`config.mk`:
```
export PLATFORM = sky130hd
export DESIGN_NAME = bridge_formatter
export DESIGN_NICKNAME = d
export VERILOG_FILES = /design/src/hw/bridge_pkg.sv /design/src/hw/link_edge_sync.sv /design/src/hw/lvds_packer.sv /design/src/hw/bridge_formatter.sv
export SDC_FILE = /design/constraint.sdc
export NUM_CORES = 1
export LEC_CHECK = 0
export BUFFER_PORTS_ARGS = -buffer_cell sky130_fd_sc_hd__buf_2
export CAP_MARGIN = 0
export CORE_UTILIZATION = 28
export CTS_CLUSTER_SIZE = 16
export DETAILED_ROUTE_END_ITERATION = 8
export GPL_TIMING_DRIVEN = 0
export MAX_ROUTING_LAYER = met4
export PLACE_DENSITY = 0.55
export SYNTH_ARGS = -nofsm -noshare
export SYNTH_HDL_FRONTEND = slang
export SYNTH_SLANG_ARGS = --single-unit
```
`constraint.sdc`:
```
create_clock -name mclk -period 12.1 [get_ports mclk]
set_input_delay 0.605 -clock mclk [delete_from_list [all_inputs] [get_ports mclk]]
set_output_delay 0.605 -clock mclk [all_outputs]
set_load 0.02 [all_outputs]
```
`src/hw/bridge_pkg.sv`:
```
// Constants, register map and pixel carriers for the display bridge output formatter.
// Assumes a single 20 MHz system clock; the bench supplies the pixel stream and link clock.
//
// Functional notes
// - Output carries no pixel data until configuration complete.
// - Writing ones clears error flag registers.
// - Single-link and dual-link output supported.
// - Dual-link: odd pixels link A, even B.
// - No stream data: zero pixels, syncs kept.
// - Layout bits select 24-bit layout per link.
// - First layout puts colour LSBs on pair four.
// - Link A narrow mode disables pair four.
// - Single-link narrow: link B, A pair four low.
// - Link arrangement bit selects single or dual.
package bridge_pkg;

    localparam int ADDR_W = 8;

    localparam logic [7:0] OFF_RESET_CTL  = 8'h09;
    localparam logic [7:0] OFF_PLL_CTL    = 8'h0d;
    localparam logic [7:0] OFF_LINK_CFG   = 8'h18;
    localparam logic [7:0] OFF_ERR_FIRST  = 8'he5;
    localparam logic [7:0] OFF_ERR_SECOND = 8'he6;
    localparam logic [7:0] OFF_IRQ_STATUS = 8'hf0;
    localparam logic [7:0] OFF_IRQ_ENABLE = 8'hf1;
    localparam logic [7:0] OFF_IRQ_CLEAR  = 8'hf2;

    localparam int BIT_PLL_RUN      = 0;
    localparam int BIT_REINIT       = 0;
    localparam int BIT_B_LAYOUT     = 0;
    localparam int BIT_A_LAYOUT     = 1;
    localparam int BIT_A_WIDE       = 3;
    localparam int BIT_SINGLE_LINK  = 4;

    localparam int IRQ_BITS         = 4;
    localparam int IRQ_ERR_FIRST    = 0;
    localparam int IRQ_ERR_SECOND   = 1;
    localparam int IRQ_FRAME_START  = 2;
    localparam int IRQ_REINIT_DONE  = 3;

    localparam logic [7:0] CFG_RESET   = 8'h00;
    localparam logic [7:0] ERR_CLEARED = 8'h00;

    typedef struct packed {
        logic [7:0] red;
        logic [7:0] green;
        logic [7:0] blue;
    } pixel_t;

    typedef struct packed {
        logic       hsync;
        logic       vsync;
        logic       de;
        pixel_t     pix;
    } video_t;

    // One link of the output: its clock lane plus four data pairs of seven bits each.
    typedef struct packed {
        logic       clk;
        logic [6:0] pair0;
        logic [6:0] pair1;
        logic [6:0] pair2;
        logic [6:0] pair3;
    } lvds_word_t;

    typedef struct packed {
        logic single_link;
        logic a_wide;
        logic a_layout;
        logic b_layout;
    } link_cfg_t;

endpackage

```
`src/hw/link_edge_sync.sv`:
```
// Two-flop synchroniser with a rising-edge pulse for the external link clock.
// Assumes the link clock is much slower than mclk.
`timescale 1ns/1ps
module link_edge_sync (
    input  wire logic mclk,
    input  wire logic rst,
    input  wire logic async_in,
    output logic      level,
    output logic      rise
);
    logic meta_r;
    logic meta_nxt;
    logic sync_r;
    logic sync_nxt;
    logic prev_r;
    logic prev_nxt;

    always_comb begin
        meta_nxt = async_in;
        sync_nxt = meta_r;
        prev_nxt = sync_r;
    end

    always_ff @(posedge mclk or posedge rst) begin
        if (rst) begin
            meta_r <= 1'b0;
            sync_r <= 1'b0;
            prev_r <= 1'b0;
        end else begin
            meta_r <= meta_nxt;
            sync_r <= sync_nxt;
            prev_r <= prev_nxt;
        end
    end

    assign level = sync_r;
    assign rise  = sync_r & ~prev_r;
endmodule

```
`src/hw/lvds_packer.sv`:
```
// Packs one pixel with its sync states into the four seven-bit data pairs of a link.
// Purely combinational; the caller registers the result.
`timescale 1ns/1ps
module lvds_packer (
    input  bridge_pkg::video_t     vid,
    input  wire logic              wide,
    input  wire logic              layout_first,
    input  wire logic              link_clk,
    output bridge_pkg::lvds_word_t word
);
    bridge_pkg::pixel_t p;

    always_comb begin
        p = vid.pix;
        word.clk   = link_clk;
        // Pairs 0..2 carry six bits of each colour; which six depends on the layout.
        if (layout_first) begin
            word.pair0 = {p.green[2], p.red[7:2]};
            word.pair1 = {p.blue[3:2], p.green[7:3]};
            word.pair2 = {vid.de, vid.vsync, vid.hsync, p.blue[7:4]};
            word.pair3 = {1'b0, p.blue[1:0], p.green[1:0], p.red[1:0]};
        end else begin
            word.pair0 = {p.green[0], p.red[5:0]};
            word.pair1 = {p.blue[1:0], p.green[5:1]};
            word.pair2 = {vid.de, vid.vsync, vid.hsync, p.blue[5:2]};
            word.pair3 = {1'b0, p.blue[7:6], p.green[7:6], p.red[7:6]};
        end
        if (!wide) begin
            word.pair3 = 7'h00;
        end
    end
endmodule

```
`src/hw/bridge_formatter.sv`:
```
// Output formatter of the display bridge: configuration registers, error flags and link packing.
// Assumes the pixel stream arrives on mclk and the link clock is an unsynchronised input.
//
// The Avalon-MM register port was chosen for this implementation.
`timescale 1ns/1ps
module bridge_formatter (
    input  wire logic               mclk,
    input  wire logic               rst,
    input  wire logic [7:0]         avs_address,
    input  wire logic               avs_read,
    input  wire logic               avs_write,
    input  wire logic [31:0]        avs_writedata,
    input  wire logic [3:0]         avs_byteenable,
    output logic [31:0]             avs_readdata,
    output logic                    avs_waitrequest,
    input  bridge_pkg::video_t      vid_in,
    input  wire logic               vid_valid,
    input  wire logic [7:0]         err_first_set,
    input  wire logic [7:0]         err_second_set,
    input  wire logic               link_clk_in,
    output bridge_pkg::lvds_word_t  link_a,
    output bridge_pkg::lvds_word_t  link_b,
    output logic                    pll_run,
    output logic                    irq
);

    ////////////////////////////////////////////////////////////////////////////////
    // Register bus. Every access answers one cycle after it is presented.

    logic [7:0]  cfg_r;
    logic [7:0]  cfg_nxt;
    logic [7:0]  pll_r;
    logic [7:0]  pll_nxt;
    logic [7:0]  err1_r;
    logic [7:0]  err1_nxt;
    logic [7:0]  err2_r;
    logic [7:0]  err2_nxt;
    logic [3:0]  ien_r;
    logic [3:0]  ien_nxt;
    logic [3:0]  ist_r;
    logic [3:0]  ist_nxt;
    logic        ack_r;
    logic        ack_nxt;
    logic [31:0] rdata_r;
    logic [31:0] rdata_nxt;
    logic        cfg_done_r;
    logic        cfg_done_nxt;
    logic        reinit_r;
    logic        reinit_nxt;
    logic        wr;
    logic        rd;
    logic [7:0]  wbyte;
    logic [3:0]  events;

    function automatic logic hit(input logic [7:0] a, input logic [7:0] off);
        return a == off;
    endfunction

    // A write lands at the edge where waitrequest is low, the one edge the master treats as the transfer.
    assign wr    = avs_write & ack_r & avs_byteenable[0];
    assign rd    = avs_read & ~ack_r;
    assign wbyte = avs_writedata[7:0];
    assign avs_waitrequest = (avs_read | avs_write) & ~ack_r;
    assign avs_readdata    = rdata_r;

    ////////////////////////////////////////////////////////////////////////////////
    // Link timing and output formatting.

    logic                   lclk_level;
    logic                   lclk_rise;
    logic                   parity_r;
    logic                   parity_nxt;
    logic                   vs_prev_r;
    logic                   vs_prev_nxt;
    bridge_pkg::video_t     held_r;
    bridge_pkg::video_t     held_nxt;
    bridge_pkg::video_t     odd_r;
    bridge_pkg::video_t     odd_nxt;
    bridge_pkg::video_t     pair_a_r;
    bridge_pkg::video_t     pair_a_nxt;
    bridge_pkg::video_t     pair_b_r;
    bridge_pkg::video_t     pair_b_nxt;
    bridge_pkg::video_t     eff;
    bridge_pkg::video_t     vid_a;
    bridge_pkg::video_t     vid_b;
    bridge_pkg::lvds_word_t word_a;
    bridge_pkg::lvds_word_t word_b;
    bridge_pkg::lvds_word_t link_a_r;
    bridge_pkg::lvds_word_t link_a_nxt;
    bridge_pkg::lvds_word_t link_b_r;
    bridge_pkg::lvds_word_t link_b_nxt;
    bridge_pkg::link_cfg_t  lc;
    logic                   active;

    assign lc.single_link = cfg_r[bridge_pkg::BIT_SINGLE_LINK];
    assign lc.a_wide      = cfg_r[bridge_pkg::BIT_A_WIDE];
    assign lc.a_layout    = cfg_r[bridge_pkg::BIT_A_LAYOUT];
    assign lc.b_layout    = cfg_r[bridge_pkg::BIT_B_LAYOUT];

    // Pixels are withheld until the host has configured, started the PLL and re-initialised.
    assign active = cfg_done_r & pll_r[bridge_pkg::BIT_PLL_RUN] & reinit_r;

    always_comb begin
        cfg_nxt      = cfg_r;
        pll_nxt      = pll_r;
        ien_nxt      = ien_r;
        cfg_done_nxt = cfg_done_r;
        reinit_nxt   = reinit_r;
        ack_nxt      = (avs_read | avs_write) & ~ack_r;
        rdata_nxt    = rdata_r;
        err1_nxt     = err1_r;
        err2_nxt     = err2_r;
        if (wr) begin
            if (hit(avs_address, bridge_pkg::OFF_LINK_CFG)) begin
                cfg_nxt      = wbyte;
                cfg_done_nxt = 1'b1;
            end
            if (hit(avs_address, bridge_pkg::OFF_PLL_CTL)) begin
                pll_nxt = wbyte;
            end
            // The re-init bit is self-clearing; it arms the output path if the PLL runs and disarms it if not.
            if (hit(avs_address, bridge_pkg::OFF_RESET_CTL) && wbyte[bridge_pkg::BIT_REINIT]) begin
                reinit_nxt = pll_r[bridge_pkg::BIT_PLL_RUN];
            end
            if (hit(avs_address, bridge_pkg::OFF_IRQ_ENABLE)) begin
                ien_nxt = wbyte[bridge_pkg::IRQ_BITS-1:0];
            end
            if (hit(avs_address, bridge_pkg::OFF_ERR_FIRST)) begin
                err1_nxt = err1_r & ~wbyte;
            end
            if (hit(avs_address, bridge_pkg::OFF_ERR_SECOND)) begin
                err2_nxt = err2_r & ~wbyte;
            end
        end
        // New errors win over a clear in the same cycle.
        err1_nxt = err1_nxt | err_first_set;
        err2_nxt = err2_nxt | err_second_set;
        if (rd) begin
            rdata_nxt = 32'h0000_0000;
            unique case (avs_address)
                bridge_pkg::OFF_LINK_CFG:   rdata_nxt[7:0] = cfg_r;
                bridge_pkg::OFF_PLL_CTL:    rdata_nxt[7:0] = pll_r;
                bridge_pkg::OFF_ERR_FIRST:  rdata_nxt[7:0] = err1_r;
                bridge_pkg::OFF_ERR_SECOND: rdata_nxt[7:0] = err2_r;
                bridge_pkg::OFF_IRQ_STATUS: rdata_nxt[3:0] = ist_r;
                bridge_pkg::OFF_IRQ_ENABLE: rdata_nxt[3:0] = ien_r;
                default:                    rdata_nxt = 32'h0000_0000;
            endcase
        end
    end

    // Frame start only counts while the output is armed, so bring-up traffic raises no frame start.
    always_comb begin
        events = '0;
        events[bridge_pkg::IRQ_ERR_FIRST]   = |err_first_set;
        events[bridge_pkg::IRQ_ERR_SECOND]  = |err_second_set;
        events[bridge_pkg::IRQ_FRAME_START] = vid_in.vsync & ~vs_prev_r & active;
        events[bridge_pkg::IRQ_REINIT_DONE] = reinit_nxt & ~reinit_r;
        ist_nxt = ist_r;
        if (wr && hit(avs_address, bridge_pkg::OFF_IRQ_CLEAR)) begin
            ist_nxt = ist_r & ~wbyte[bridge_pkg::IRQ_BITS-1:0];
        end
        ist_nxt = ist_nxt | events;
    end

    always_ff @(posedge mclk or posedge rst) begin
        if (rst) begin
            cfg_r      <= bridge_pkg::CFG_RESET;
            pll_r      <= bridge_pkg::CFG_RESET;
            err1_r     <= bridge_pkg::ERR_CLEARED;
            err2_r     <= bridge_pkg::ERR_CLEARED;
            ien_r      <= '0;
            ist_r      <= '0;
            ack_r      <= 1'b0;
            rdata_r    <= 32'h0000_0000;
            cfg_done_r <= 1'b0;
            reinit_r   <= 1'b0;
        end else begin
            cfg_r      <= cfg_nxt;
            pll_r      <= pll_nxt;
            err1_r     <= err1_nxt;
            err2_r     <= err2_nxt;
            ien_r      <= ien_nxt;
            ist_r      <= ist_nxt;
            ack_r      <= ack_nxt;
            rdata_r    <= rdata_nxt;
            cfg_done_r <= cfg_done_nxt;
            reinit_r   <= reinit_nxt;
        end
    end

    // The interrupt is a level: it drops only once software clears or masks the status bit.
    assign irq     = |(ist_r & ien_r);
    assign pll_run = pll_r[bridge_pkg::BIT_PLL_RUN];

    ////////////////////////////////////////////////////////////////////////////////
    // Pixel path.

    link_edge_sync u_lclk (
        .mclk     (mclk),
        .rst      (rst),
        .async_in (link_clk_in),
        .level    (lclk_level),
        .rise     (lclk_rise)
    );

    // Without stream data the colour is zero but sync states keep flowing.
    always_comb begin
        eff          = vid_in;
        if (!(vid_valid && vid_in.de && active)) begin
            eff.pix = '0;
            eff.de  = 1'b0;
        end
    end

    always_comb begin
        held_nxt    = held_r;
        odd_nxt     = odd_r;
        pair_a_nxt  = pair_a_r;
        pair_b_nxt  = pair_b_r;
        parity_nxt  = parity_r;
        vs_prev_nxt = vid_in.vsync;
        if (lclk_rise) begin
            held_nxt = eff;
            if (!eff.de) begin
                parity_nxt = 1'b0;
                pair_a_nxt = eff;
                pair_b_nxt = eff;
            end else begin
                parity_nxt = ~parity_r;
                if (!parity_r) begin
                    odd_nxt = eff;
                end else begin
                    pair_a_nxt = odd_r;
                    pair_b_nxt = eff;
                end
            end
        end
    end

    // A dual-link pair is shown only once its even pixel lands, so link B never repeats an odd pixel.
    // Blank periods pass straight through to keep the sync states flowing on both links.
    always_comb begin
        vid_a = held_r;
        vid_b = held_r;
        if (!lc.single_link) begin
            vid_a = pair_a_r;
            vid_b = pair_b_r;
        end
    end

    lvds_packer u_pack_a (
        .vid          (vid_a),
        .wide         (lc.a_wide),
        .layout_first (lc.a_layout),
        .link_clk     (lclk_level),
        .word         (word_a)
    );

    lvds_packer u_pack_b (
        .vid          (vid_b),
        .wide         (lc.a_wide),
        .layout_first (lc.b_layout),
        .link_clk     (lclk_level),
        .word         (word_b)
    );

    always_comb begin
        link_a_nxt = word_a;
        link_b_nxt = word_b;
        if (lc.single_link) begin
            link_b_nxt = '0;
        end
        if (!active) begin
            link_b_nxt.pair0[6:4] = '0;
        end
    end

    always_ff @(posedge mclk or posedge rst) begin
        if (rst) begin
            held_r    <= '0;
            odd_r     <= '0;
            pair_a_r  <= '0;
            pair_b_r  <= '0;
            parity_r  <= 1'b0;
            vs_prev_r <= 1'b0;
            link_a_r  <= '0;
            link_b_r  <= '0;
        end else begin
            held_r    <= held_nxt;
            odd_r     <= odd_nxt;
            pair_a_r  <= pair_a_nxt;
            pair_b_r  <= pair_b_nxt;
            parity_r  <= parity_nxt;
            vs_prev_r <= vs_prev_nxt;
            link_a_r  <= link_a_nxt;
            link_b_r  <= link_b_nxt;
        end
    end

    assign link_a = link_a_r;
    assign link_b = link_b_r;

endmodule

```
==> flow_metrics.tcl <==
set metrics [dict create \
    rr_endpoint "link_b[20]$_DFF_PP0_" \
    grt_max_degree 132 \
    grt_pass1_wl_um 39100 \
    crit_family "buffers and inverters" \
    grt-ovfl-total 0 \
    port_buffers 130 \
    fin_crit_ns 2.72 \
    power-per-cell-area_nw_per_um2 150 \
    placed_area_um2 10500 \
    drt_iter0_drc 483 \
    ant_nets 0 \
    rsz0062_at_grt "no" \
    leakagePower_nw 5.41 \
    final_layout_size_suffix_gt1_share_pct 31.3 \
    cts_htree_levels 1 \
    maxSlewHeadroom_pct 36.7 \
    reg2reg_slack_ns 9.38 \
    synth.avg_cell_area_um2 12.7 \
    start_kind "register" \
    tightest_slew_ns 0.950 \
    cts_sinks 219 \
    final-max-slew-violation-count 0 \
    worst-endpoint-required_ns 12.49 \
    cpMaxStageDelayCell "buf_1" \
    cts_root_buf "clkbuf_16" \
    grt_usage_pct 15.9 \
    numCtsBuffers 24 \
    crit_chain "buf_2 -> buf_1 -> clkbuf_1 -> buf_1 -> nor2_1" \
    coreArea_um2 31900 \
    path_common_cell "buf_1" \
    max_stage_delay_ns 0.60 \
    yosysSeqAreaShare_pct 59.7 \
    crit_cells 5 \
    grt_pass1_vias 6464 \
    clk_path_buf_depth 3 \
    cp-startpoint "cfg_r[4]$_DFFE_PP0P_" \
    setup_tns_ns 0 \
    final_area_um2 11500 \
    fin_skew_ns 0.0288 \
    hpwl_um 18100 \
    layout_commonest_cell "dfrtp_1" \
    fmax_ghz 0.368 \
    cts_tree "built" \
    antenna_found_initial 3 \
    path_class "reg -> reg" \
    syn_inst 723 \
    yosys_warnings 0 \
    path_clk_slew_ns 0.06 \
    die-width_um 183 \
    synthArstFlopShare_pct 100 \
    finalSetupViolations 0 \
    r2r-start "cfg_r[4]$_DFFE_PP0P_" \
    synthFlopType "dfrtp_1" \
    clk_latency_ns 0.54 \
    num-nets-final 998 \
    dieHeight_um 183 \
    arrival_ns 3.10 \
    start_util_pct 28.8 \
    crit_fanout 10 \
    synth-seq-cells 219 \
    final_cell_mix "dfrtp_1 (219), buf_2 (138), nand2_1 (76)" \
    routedWlPerCell_um 18.8 \
    drc 0 \
    cp-end-kind "register" \
    rows 65 \
    path_buf_inv 4 \
    fill_cells 3192 \
    vdd_ir_drop_max_mv 0.101 \
    first_pass_iters 5 \
    fin_crit_sh_pct 22.4 \
    pin_count 186 \
    cts_setup_buffers 0 \
    die_area_um2 33500 \
    cts_resized 0 \
    hold_buffers 0 \
    vias_per_cell 4.68 \
    worst-r2r-cell-count 5 \
    syn_area_um2 9190 \
    gp_congestion 0.850 \
    yosysUniqueCellTypes 42 \
    syn_to_final_growth_pct 24.7 \
    hold_class "in -> async" \
    totalWireLength_um 25600 \
    run_status "completed" \
    cap_violations 0 \
    num_vias 6366 \
    synth_edf_count 0 \
    hold_viol_final 0 \
]
routing by layer:
metal,up-vias,global-route usage (%),part of all wire (%)
met2,197,23.8,45
met3,41,3.51,6.6
met1,3214,21.4,45
met5,-,-,0
met4,0,5.17,2.7
li1,2914,-,-
flip-flops by register name (all words and copies together), names as in the netlist, 8 cells and up:
name and cells:
odd_r 27, pll_r 8, err1_r 8, link_a 27, held_r 27, pair_a_r 27
link_b 28, cfg_r 8, avs_readdata 8, err2_r 8, pair_b_r 27
cell usage after synthesis (all sizes together) (5+ instances only):
library cell / instances / area [um^2]
nor4: 9 / 77.6
and3: 6 / 37.5
a22o: 53 / 464
mux4: 24 / 541
mux2i: 29 / 290
nand2b: 8 / 50.1
nor2: 39 / 146
a32o: 6 / 60.1
nand2: 77 / 297
buf: 42 / 273
nand3: 6 / 30.0
a21oi: 6 / 30.0
dfrtp: 219 / 5480
nor2b: 11 / 68.8
o21ai: 35 / 175
mux2: 50 / 563
clkbuf: 30 / 113
and2: 6 / 37.5
a21o: 17 / 128
nor3: 11 / 65.1
a31oi: 5 / 31.3
inv: 10 / 37.5
how the worst max path moves through the flow:
stage	end	slack, ns
after floorplan	ack_r$_DFF_PP0_	5.50
after global placement	link_a[19]$_DFF_PP0_	2.91
after detailed placement	link_b[20]$_DFF_PP0_	9.29
after CTS	link_b[20]$_DFF_PP0_	9.33
after global routing	link_b[19]$_DFF_PP0_	9.24
final	link_b[20]$_DFF_PP0_	9.38
kinds of logic after synthesis:
group | share of synthesized area [%]
mux | 15.2
buf+inv | 4.60
other cells | 0.0408
flops | 59.7
compound gates | 10.6
simple gates | 9.93
power by group:
| group | switching (W) | total, W | internal [W] |
|---|---|---|---|
| registers | 0.00000803 | 0.000755 | 0.000747 |
| logic | 0.0000760 | 0.000113 | 0.0000369 |
| clock network | 0.000311 | 0.000851 | 0.000541 |
| total | 0.000395 | 0.00172 | 0.00132 |
through the flow:
stage / setup WS (ns) / util, % / total power (W) / hold WS, ns / cells
floorplan: 5.50 / - / 0.000835 / 0.331 / 748
global placement: 2.91 / 32.9 / 0.000881 / 0.340 / 1313
detailed placement: 9.29 / 33.0 / 0.000883 / 0.338 / 1314
CTS: 9.33 / 35.9 / 0.00174 / 0.181 / 1357
global route: 9.24 / 35.9 / 0.00178 / 0.191 / 1360
finish: 9.38 / 35.9 / 0.00172 / 0.161 / 1360
layout make-up:
class                   count  area (um^2)  area share (%)
diodes                      3         7.51          0.0655
plain buffers              72          385            3.36
clock buffers              30          663            5.79
clock inverters            13          273            2.38
inverters                  10         45.0           0.393
multi-input cells         447         3380            29.5
flip-flops and latches    219         5480            47.8
well taps                 435          544            4.75
repair buffers            131          678            5.92
Power figures use the tool's default switching activity.
